File: src/logic/abca_defines.vh
// abca_defines.vh: operation codes and constants for the bit-compare alu
// assumes: included by logic/abca_alu.v only
`ifndef ABCA_DEFINES_VH
`define ABCA_DEFINES_VH

// ----------------------------------------------------------------
// operation codes
// ----------------------------------------------------------------
`define ABCA_OP_NONE      5'h00
`define ABCA_OP_AND_AND_T 5'h01
`define ABCA_OP_AND_ANDN_T 5'h02
`define ABCA_OP_AND_NOR_T 5'h03
`define ABCA_OP_AND_OR_T  5'h04
`define ABCA_OP_ACC_EQ    5'h05
`define ABCA_OP_ACC_GE    5'h06
`define ABCA_OP_ACC_GEU   5'h07
`define ABCA_OP_ACC_LT    5'h08
`define ABCA_OP_ACC_LTU   5'h09
`define ABCA_OP_ACC_NE    5'h0a
`define ABCA_OP_BIT_AND   5'h0b
`define ABCA_OP_BIT_ANDN  5'h0c
`define ABCA_OP_ANDN      5'h0d
`define ABCA_OP_CADD      5'h0e
`define ABCA_OP_CADD16    5'h0f
`define ABCA_OP_BSR       5'h10

// ----------------------------------------------------------------
// context save layout and reset values
// ----------------------------------------------------------------
`define ABCA_CTX_WORDS    5'h0f
`define ABCA_CTX_PC_IDX   5'h0e
`define ABCA_CTX_A_IDX    5'h08
`define ABCA_RST_WORD     32'h0000_0000
`define ABCA_RST_PRIO     8'h00
`define ABCA_RST_SLOT     5'h00

`endif

File: src/logic/abca_alu.v
// abca_alu.v: accumulating bit-logic, compare, and-not, conditional add and
// begin-service-routine datapath; one registered result per operation issued outside a save, other than the service routine.
// assumes: decode supplies operands read from the register files; the core
// writes res_out back to the destination when res_valid_out is high.
//
// Function
// - accumulating and/andn/nor/or of two selected bits, anded into dest bit 0
// - accumulate-equal: bit 0 &= (first == second or sign-extended immediate)
// - signed greater-or-equal accumulate, immediate sign-extended
// - unsigned greater-or-equal accumulate, immediate zero-extended
// - signed less-than accumulate, immediate sign-extended
// - unsigned less-than accumulate, immediate zero-extended
// - accumulate-not-equal, other destination bits kept
// - single-bit and into bit 0, upper bits cleared
// - single-bit and with inverted second bit, upper bits cleared
// - bitwise first and not(second or zero-extended immediate)
// - service routine saves a2-a7, d0-d7 and pc at free context pointer
// - service routine loads priority from immediate low byte, sets enable
// - service routine allowed only in supervisor mode
// - long conditional add: nonzero condition adds, else copies first source
// - short conditional add uses d15 condition and four-bit immediate
`default_nettype none
`include "abca_defines.vh"

module abca_alu #(
    parameter WIDTH = 32
) (
    input  wire              ref_clk_in,
    input  wire              nrst_in,
    input  wire              issue_in,
    input  wire [4:0]        op_in,
    input  wire [WIDTH-1:0]  src_a_in,
    input  wire [WIDTH-1:0]  src_b_in,
    input  wire [WIDTH-1:0]  dst_old_in,
    input  wire [WIDTH-1:0]  cond_in,
    input  wire              use_imm_in,
    input  wire [8:0]        imm9_in,
    input  wire [3:0]        imm4_in,
    input  wire [4:0]        first_bit_position_in,
    input  wire [4:0]        second_bit_position_in,
    input  wire              supervisor_in,
    input  wire [WIDTH-1:0]  free_context_pointer_in,
    input  wire [WIDTH-1:0]  pc_in,
    input  wire [WIDTH-1:0]  ctx_data_in,
    output reg               res_valid_out,
    output reg  [WIDTH-1:0]  res_out,
    output reg               priv_fault_out,
    output reg  [7:0]        current_priority_number_out,
    output reg               interrupt_enable_flag_out,
    output reg               ctx_busy_out,
    output reg               ctx_we_out,
    output reg  [WIDTH-1:0]  ctx_addr_out,
    output reg  [WIDTH-1:0]  ctx_wdata_out,
    output reg  [4:0]        ctx_sel_out
);

// ----------------------------------------------------------------
// helpers
// ----------------------------------------------------------------
function [WIDTH-1:0] sext9;
    input [8:0] v;
    begin
        sext9 = {{(WIDTH-9){v[8]}}, v};
    end
endfunction

function [WIDTH-1:0] zext9;
    input [8:0] v;
    begin
        zext9 = {{(WIDTH-9){1'b0}}, v};
    end
endfunction

function [WIDTH-1:0] sext4;
    input [3:0] v;
    begin
        sext4 = {{(WIDTH-4){v[3]}}, v};
    end
endfunction

function nonzero;
    input [WIDTH-1:0] v;
    begin
        nonzero = (v != {WIDTH{1'b0}});
    end
endfunction

// five-bit index reaches all of a 32-bit word; wider words lose the top
function pick_bit;
    input [WIDTH-1:0] v;
    input [4:0]       n;
    begin
        pick_bit = v[n];
    end
endfunction

// only bit 0 of an accumulate destination may change
function [WIDTH-1:0] accum;
    input [WIDTH-1:0] d;
    input             t;
    begin
        accum = {d[WIDTH-1:1], d[0] & t};
    end
endfunction

function last_slot;
    input [4:0] n;
    begin
        last_slot = (n == `ABCA_CTX_PC_IDX);
    end
endfunction

function [WIDTH-1:0] slot_addr;
    input [WIDTH-1:0] base;
    input [4:0]       n;
    begin
        slot_addr = base + {{(WIDTH-7){1'b0}}, n, 2'b00};
    end
endfunction

// ----------------------------------------------------------------
// operand selection
// ----------------------------------------------------------------
wire [WIDTH-1:0] opnd_s = use_imm_in ? sext9(imm9_in) : src_b_in;
wire [WIDTH-1:0] opnd_u = use_imm_in ? zext9(imm9_in) : src_b_in;
wire [WIDTH-1:0] opnd_4 = use_imm_in ? sext4(imm4_in) : src_b_in;
wire             bit_a  = pick_bit(src_a_in, first_bit_position_in);
wire             bit_b  = pick_bit(src_b_in, second_bit_position_in);
wire             cond_set = nonzero(cond_in);

// ----------------------------------------------------------------
// single-bit logic
// ----------------------------------------------------------------
wire             bl_and  = bit_a & bit_b;
wire             bl_andn = bit_a & ~bit_b;
wire             bl_nor  = ~(bit_a | bit_b);
wire             bl_or   = bit_a | bit_b;

// ----------------------------------------------------------------
// compare unit
// ----------------------------------------------------------------
// one comparator set shared by all six compare-accumulate forms, the case only picks
wire             cmp_eq  = (src_a_in == opnd_s);
wire             cmp_ges = ($signed(src_a_in) >= $signed(opnd_s));
wire             cmp_geu = (src_a_in >= opnd_u);
wire             cmp_lts = ($signed(src_a_in) < $signed(opnd_s));
wire             cmp_ltu = (src_a_in < opnd_u);

reg              done_nxt;
reg [WIDTH-1:0]  res_nxt;
reg              bsr_go;
reg              fault_nxt;

always @* begin
    done_nxt  = issue_in;
    res_nxt   = dst_old_in;
    bsr_go    = 1'b0;
    fault_nxt = 1'b0;
    case (op_in)
        `ABCA_OP_AND_AND_T:  res_nxt = accum(dst_old_in, bl_and);
        `ABCA_OP_AND_ANDN_T: res_nxt = accum(dst_old_in, bl_andn);
        `ABCA_OP_AND_NOR_T:  res_nxt = accum(dst_old_in, bl_nor);
        `ABCA_OP_AND_OR_T:   res_nxt = accum(dst_old_in, bl_or);
        `ABCA_OP_ACC_EQ:     res_nxt = accum(dst_old_in, cmp_eq);
        `ABCA_OP_ACC_GE:     res_nxt = accum(dst_old_in, cmp_ges);
        `ABCA_OP_ACC_GEU:    res_nxt = accum(dst_old_in, cmp_geu);
        `ABCA_OP_ACC_LT:     res_nxt = accum(dst_old_in, cmp_lts);
        `ABCA_OP_ACC_LTU:    res_nxt = accum(dst_old_in, cmp_ltu);
        `ABCA_OP_ACC_NE:     res_nxt = accum(dst_old_in, ~cmp_eq);
        `ABCA_OP_BIT_AND:    res_nxt = {{(WIDTH-1){1'b0}}, bl_and};
        `ABCA_OP_BIT_ANDN:   res_nxt = {{(WIDTH-1){1'b0}}, bl_andn};
        `ABCA_OP_ANDN:       res_nxt = src_a_in & ~opnd_u;
        `ABCA_OP_CADD:
            res_nxt = cond_set ? src_a_in + opnd_s : src_a_in;
        `ABCA_OP_CADD16:
            res_nxt = cond_set ? src_a_in + opnd_4 : src_a_in;
        `ABCA_OP_BSR: begin
            done_nxt  = 1'b0;
            bsr_go    = issue_in & supervisor_in;
            fault_nxt = issue_in & ~supervisor_in;
        end
        default: begin
            done_nxt = 1'b0;
        end
    endcase
end

// ----------------------------------------------------------------
// result register
// ----------------------------------------------------------------
// a busy sequencer swallows issues, so neither pulse may leave then
wire             valid_nxt  = done_nxt & ~ctx_busy_out;
wire             pfault_nxt = fault_nxt & ~ctx_busy_out;

always @(posedge ref_clk_in or negedge nrst_in) begin
    if (!nrst_in) begin
        res_valid_out  <= 1'b0;
        res_out        <= `ABCA_RST_WORD;
        priv_fault_out <= 1'b0;
    end else begin
        res_valid_out  <= valid_nxt;
        res_out        <= res_nxt;
        priv_fault_out <= pfault_nxt;
    end
end

// ----------------------------------------------------------------
// lower context save sequencer
// ----------------------------------------------------------------
// one word per cycle; ctx_sel_out 0-7 picks d0-d7, 8-13 a2-a7, 14 the pc.
// issues during a save are ignored, decode must hold off on ctx_busy_out.
localparam [1:0] SAVE_IDLE = 2'b00;
localparam [1:0] SAVE_RUN  = 2'b01;

reg [1:0]       save_state_r;
reg [1:0]       save_state_nxt;
reg [4:0]       ctx_cnt_r;
reg [4:0]       ctx_cnt_nxt;
reg [WIDTH-1:0] ctx_base_r;
reg [WIDTH-1:0] ctx_base_nxt;
reg [WIDTH-1:0] ctx_pc_r;
reg [WIDTH-1:0] ctx_pc_nxt;
reg             busy_nxt;
reg             we_nxt;
reg [WIDTH-1:0] addr_nxt;
reg [WIDTH-1:0] wdata_nxt;
reg [4:0]       sel_nxt;
reg [7:0]       prio_nxt;
reg             ie_nxt;

always @* begin
    save_state_nxt = save_state_r;
    ctx_cnt_nxt    = ctx_cnt_r;
    ctx_base_nxt   = ctx_base_r;
    ctx_pc_nxt     = ctx_pc_r;
    busy_nxt       = ctx_busy_out;
    we_nxt         = 1'b0;
    addr_nxt       = ctx_addr_out;
    wdata_nxt      = ctx_wdata_out;
    sel_nxt        = ctx_sel_out;
    prio_nxt       = current_priority_number_out;
    ie_nxt         = interrupt_enable_flag_out;
    case (save_state_r)
        SAVE_IDLE: begin
            if (bsr_go) begin
                save_state_nxt = SAVE_RUN;
                busy_nxt       = 1'b1;
                ctx_cnt_nxt    = 5'h00;
                sel_nxt        = 5'h00;
                ctx_base_nxt   = free_context_pointer_in;
                ctx_pc_nxt     = pc_in;
                prio_nxt       = imm9_in[7:0];
                ie_nxt         = 1'b1;
            end
        end
        SAVE_RUN: begin
            // ctx_data_in answers ctx_sel_out combinationally
            we_nxt    = 1'b1;
            addr_nxt  = slot_addr(ctx_base_r, ctx_cnt_r);
            wdata_nxt = last_slot(ctx_cnt_r) ? ctx_pc_r : ctx_data_in;
            if (last_slot(ctx_cnt_r)) begin
                save_state_nxt = SAVE_IDLE;
                busy_nxt       = 1'b0;
            end else begin
                ctx_cnt_nxt = ctx_cnt_r + 5'h01;
                sel_nxt     = ctx_cnt_r + 5'h01;
            end
        end
        default: begin
            save_state_nxt = SAVE_IDLE;
            busy_nxt       = 1'b0;
        end
    endcase
end

// ----------------------------------------------------------------
// save registers
// ----------------------------------------------------------------
always @(posedge ref_clk_in or negedge nrst_in) begin
    if (!nrst_in) begin
        save_state_r                <= SAVE_IDLE;
        ctx_busy_out                <= 1'b0;
        ctx_we_out                  <= 1'b0;
        ctx_addr_out                <= `ABCA_RST_WORD;
        ctx_wdata_out               <= `ABCA_RST_WORD;
        ctx_sel_out                 <= `ABCA_RST_SLOT;
        ctx_cnt_r                   <= `ABCA_RST_SLOT;
        ctx_base_r                  <= `ABCA_RST_WORD;
        ctx_pc_r                    <= `ABCA_RST_WORD;
        current_priority_number_out <= `ABCA_RST_PRIO;
        interrupt_enable_flag_out   <= 1'b0;
    end else begin
        save_state_r                <= save_state_nxt;
        ctx_busy_out                <= busy_nxt;
        ctx_we_out                  <= we_nxt;
        ctx_addr_out                <= addr_nxt;
        ctx_wdata_out               <= wdata_nxt;
        ctx_sel_out                 <= sel_nxt;
        ctx_cnt_r                   <= ctx_cnt_nxt;
        ctx_base_r                  <= ctx_base_nxt;
        ctx_pc_r                    <= ctx_pc_nxt;
        current_priority_number_out <= prio_nxt;
        interrupt_enable_flag_out   <= ie_nxt;
    end
end

endmodule

`default_nettype wire

File: config.mk
export PLATFORM = sky130hd
export DESIGN_NAME = abca_alu
export DESIGN_NICKNAME = d
export VERILOG_FILES = /design/src/logic/abca_alu.v
export VERILOG_INCLUDE_DIRS = /design/src /design/src/logic
export SDC_FILE = /design/constraint.sdc
export NUM_CORES = 1
export LEC_CHECK = 0
export BUFFER_PORTS_ARGS = -buffer_cell sky130_fd_sc_hd__buf_4
export CORE_UTILIZATION = 40
export DETAILED_ROUTE_END_ITERATION = 8
export GPL_ROUTABILITY_DRIVEN = 0
export PLACE_DENSITY_LB_ADDON = 0.15
export SYNTH_ARGS = -nofsm -noshare
export SYNTH_HDL_FRONTEND = slang
export SYNTH_SLANG_ARGS = --single-unit
File: constraint.sdc
create_clock -name ref_clk_in -period 7.35 [get_ports ref_clk_in]
set_input_delay 0.3675 -clock ref_clk_in [delete_from_list [all_inputs] [get_ports ref_clk_in]]
set_output_delay 0.3675 -clock ref_clk_in [all_outputs]
set_load 0.01 [all_outputs]
==> impl_summary.log <==
INFO  metric run_status = complete, but fails checks
INFO  metric failed_checks = negative hold slack
INFO  metric ios = 371
INFO  metric synthDominantAreaCellType = sky130_fd_sc_hd__dfrtp_1
INFO  metric synth_top_cell_area_share = between 30% and 40%
INFO  metric place_worst_setup_slack = between 3 and 4 ns
INFO  metric timing.rr.end = ctx_addr_out[28]
INFO  metric critPathLaunchType = input pin
INFO  metric die_span_in_y = 189 µm
INFO  metric sequential_group_share_of_total_power = 34.7%
INFO  metric p_sw = 1.57 mW
INFO  metric cp_max_fo = 47
INFO  metric dominantRegCellSynth = sky130_fd_sc_hd__dfrtp_1
INFO  metric fin_worst_hold_slack = -0.0121 ns
INFO  metric coreArea = 34500 µm²
INFO  metric rows = 68
INFO  metric power.clock.fraction = 24.1%
INFO  metric critical-path-top-cell-by-count = sky130_fd_sc_hd__a21oi_1
INFO  metric synthCells = 1528
INFO  metric route.final.wire_length = 48400 µm
INFO  metric slew_viol_final = 0
INFO  metric cts_hold_buf = 0
INFO  metric number_of_antenna_repair_diodes = 0
INFO  metric total_congestion_overflow_after_global_routing = 0
INFO  metric cts_post_setup_buffers_inserted = 0
INFO  metric clk_pin_slew = 0.09 ns
INFO  metric timing.setup.critical_path_class = input pin to flip-flop
INFO  metric cap_viol_max_count = 0
INFO  metric dpl.cell_count = 2288
INFO  metric antenna_found_initial = 0
INFO  metric die_width = approximately 190 µm
INFO  metric tns = 0 ns
INFO  metric synthToLayoutAreaGrowth = 27.0%
INFO  metric avgSynthCellArea = approximately 9.1 µm²
INFO  metric finClkSkew = 0.0133 ns
INFO  metric post_synth_instance_area = 14000 µm²
INFO  metric cts.root.buffer_cell = sky130_fd_sc_hd__clkbuf_16
INFO  metric detailed_place_hpwl = between 30000 and 40000 µm
INFO  metric sw_frac_of_total = 37.8%
INFO  metric global_route_wire_length_before_repair = roughly 74000 µm
INFO  metric crit_path_dat = 4.29 ns
INFO  metric tightestPinTransition = about 1.1 ns
INFO  metric timing.critical_path.cells = buf_4 > nand2_1 > and2_1 > ha_1 > nor2b_1 > o31ai_1 > o211ai_1 > o31a_1 > a21oi_1 > a2bb2oi_1 > a21oi_1 > o21bai_1 > xnor2_1 > o21ai_1
INFO  metric drt-pass1-iter-count = 5
INFO  metric final_antenna_net_count = 0
INFO  metric source_to_sink_clock_delay_at_the_later_pin_of_the_worst_skew_pair = 0.44 ns
INFO  metric tritoncts = yes
INFO  metric hold_path.class = input pin to asynchronous set/reset pin
INFO  metric min_period = between 3 and 4 ns
INFO  metric synth.area.top_cells = sky130_fd_sc_hd__dfrtp_1, sky130_fd_sc_hd__ha_1, sky130_fd_sc_hd__mux2_2, sky130_fd_sc_hd__a21oi_1, sky130_fd_sc_hd__nor2_1
INFO  metric cell_pwr_density = around 230 nW/µm²
INFO  metric post_synth_num_cell_types = 75
INFO  metric drt_iter0_drcs = 1178
INFO  metric die_area = 35700 µm²
INFO  metric crit_path_top_delay_cell = sky130_fd_sc_hd__nand2_1
INFO  metric r2r_setup_slack = 4.47 ns
INFO  metric final-instance-count-excl-fill = 2320
INFO  metric yosysWarningCount = 0
INFO  metric mappedNetlistNets = 1921
INFO  metric achievable-frequency = 0.252 GHz
INFO  metric grt_pass1_vias = 12700
INFO  metric post_route_cells_drive_above_1_share = 27.9%
INFO  metric cts-resized-gates = 0
INFO  metric finalNetCount = 2245
INFO  metric cp_data_required_time = 7.66 ns
INFO  metric htreeDepth = 4
INFO  metric cts-buffers-inserted = 17
INFO  metric grt_setup_unrepaired = no
INFO  metric vias_per_cell = between 5 and 6
INFO  metric final.period_utilization = a little over half
INFO  metric intPower = 2.59 mW
INFO  metric rr_startpoint = ctx_cnt_r[0]
INFO  metric grt.total_usage = 26.9%
INFO  metric place.port_buffers = 370
INFO  metric via_count = around 13000
INFO  metric cts.sink_count = 178
INFO  metric slew_headroom = 27.0%
INFO  metric synth.ff_latch_count = 178
INFO  metric hold_viol_final = 3
INFO  metric starting_density_of_the_core = between 40% and 50%
INFO  metric crit_path_max_incr_delay = 0.58 ns
INFO  metric power.share.combinational = just over 40%
INFO  metric maximum_resistive_drop_on_vdd = 0.000165 V
INFO  metric p_leak = 8.73 nW
INFO  metric wl_per_cell = 20.9 µm
INFO  metric r2r_cells = 13
INFO  metric grt_start_max_net_pins = 111
INFO  metric async_reset_ff_share = 100%
INFO  metric critical_path_end_type = flip-flop
INFO  metric post_detailed_route_drc_marker_count = 0
INFO  metric synth.yosys.seq_area_share = 31.9%
INFO  metric layout_setup_ws = 3.38 ns
INFO  metric clock_path_buffers = 2
INFO  metric setup_viol = 0
INFO  metric synth-edff-count = 0
[cells by family (layout without fill, tap and decap cells)]
family / after synthesis / count (layout) / share of synthesized area [%]
fa+ha+maj: 136 / 136 / 12.3
xor+xnor: 86 / 86 / 5.39
compound gates: 370 / 370 / 17.1
simple gates: 477 / 477 / 16.8
flops: 178 / 178 / 31.9
buf+inv: 142 / 479 / 4.01
mux: 139 / 139 / 12.5
[layout by cell type, fill, tap and decap left out, types with 40 or more instances in the layout]
cell                       count
sky130_fd_sc_hd__nor2_1      128
sky130_fd_sc_hd__inv_1        67
sky130_fd_sc_hd__mux2_2       79
sky130_fd_sc_hd__buf_4       378
sky130_fd_sc_hd__nand2_1     125
sky130_fd_sc_hd__ha_1        133
sky130_fd_sc_hd__nand2b_1     43
sky130_fd_sc_hd__xor2_1       40
sky130_fd_sc_hd__mux2i_1      42
sky130_fd_sc_hd__a21oi_1     143
sky130_fd_sc_hd__o21ai_0      58
sky130_fd_sc_hd__xnor2_1      46
sky130_fd_sc_hd__dfrtp_1     177
[power groups by stage]
stage | Combinational [mW] | Clock (mW) | Sequential (mW)
after global placement | 1.69 | 0 | 1.45
final | 1.71 | 1.00 | 1.44
after floorplan | 0.896 | 0 | 1.51
after detailed placement | 1.71 | 0 | 1.46
after global routing | 1.88 | 1.06 | 1.48
after CTS | 1.72 | 1.02 | 1.45
[critical path, delay by kind of cell]
family                     cells  cell delay, ns
buffers and inverters          1            0.37
AOI/OAI and AO/OA              8            1.94
adders and majority gates      1            0.39
and+or+nand+nor                3            1.05
xor gates and xnor gates       1            0.14
[area by class of cell]
| type | instances | area (µm²) |
|---|---|---|
| clock buffers | 17 | 425 |
| clock inverters | 15 | 209 |
| fillers | 3235 | 16700 |
| inverters | 67 | 251 |
| multi-input cells | 1208 | 8980 |
| flip-flops and latches | 178 | 4460 |
| well taps | 455 | 569 |
| repair buffers | 380 | 2860 |
[worst max path at each step]
stage | start | depth (start not counted) | slack (ns) | endpoint
CTS | use_imm_in | 14 | 3.51 | res_out[30]
floorplan | use_imm_in | 18 | 3.73 | res_out[22]
global route | use_imm_in | 14 | 3.16 | res_out[25]
detailed placement | use_imm_in | 14 | 3.03 | res_out[25]
finish | use_imm_in | 14 | 3.38 | res_out[30]
global placement | use_imm_in | 14 | 2.75 | res_out[0]
[layer usage]
metal	part of all wire, %	GRT usage [%]	up-vias
met5	0	0	-
met4	2.9	9.40	0
met3	7.8	4.15	75
met2	47	44.5	610
met1	43	35.7	6322
li1	-	-	6200
[Yosys cell counts, types with 7 or more instances]
library cell	instances
sky130_fd_sc_hd__clkbuf_1	64
sky130_fd_sc_hd__a22oi_1	14
sky130_fd_sc_hd__o21bai_1	10
sky130_fd_sc_hd__ha_1	133
sky130_fd_sc_hd__a222oi_1	23
sky130_fd_sc_hd__a211oi_1	7
sky130_fd_sc_hd__nand2b_1	43
sky130_fd_sc_hd__mux2_2	79
sky130_fd_sc_hd__mux4_2	9
sky130_fd_sc_hd__o31ai_1	9
sky130_fd_sc_hd__nor2_1	130
sky130_fd_sc_hd__nor3_1	22
sky130_fd_sc_hd__mux2i_1	42
sky130_fd_sc_hd__o211ai_1	14
sky130_fd_sc_hd__nor4_1	15
sky130_fd_sc_hd__o21a_1	7
sky130_fd_sc_hd__dfrtp_1	178
sky130_fd_sc_hd__mux4_1	8
sky130_fd_sc_hd__and2_1	36
sky130_fd_sc_hd__nand2_1	126
sky130_fd_sc_hd__xor2_1	40
sky130_fd_sc_hd__nor2b_1	16
sky130_fd_sc_hd__a21o_1	18
sky130_fd_sc_hd__and3_1	9
sky130_fd_sc_hd__inv_1	67
sky130_fd_sc_hd__a21oi_1	143
sky130_fd_sc_hd__xnor2_1	46
sky130_fd_sc_hd__o21ai_0	59
sky130_fd_sc_hd__nand3_1	26
sky130_fd_sc_hd__buf_2	7
sky130_fd_sc_hd__or2_2	7
sky130_fd_sc_hd__nand4_1	20
[state kept, by name, indices dropped and copies added, names as in the netlist]
name                         cells
interrupt_enable_flag_out        1
res_out                         32
priv_fault_out                   1
ctx_we_out                       1
res_valid_out                    1
ctx_pc_r                        32
ctx_busy_out                     1
ctx_wdata_out                   32
ctx_addr_out                    32
ctx_cnt_r                        5
ctx_base_r                      32
current_priority_number_out      8
[through the flow]
step	power, mW	hold slack [ns]	area, µm²	utilization [%]
global placement	3.14	0.456	17100	49.7
global route	4.42	0.0789	17800	51.5
detailed placement	3.17	0.455	17100	49.7
CTS	4.18	0.0525	17800	51.5
finish	4.16	-0.0121	17800	51.5
floorplan	2.40	0.0719	14000	-
No activity file was read; power rests on OpenSTA's default activity.
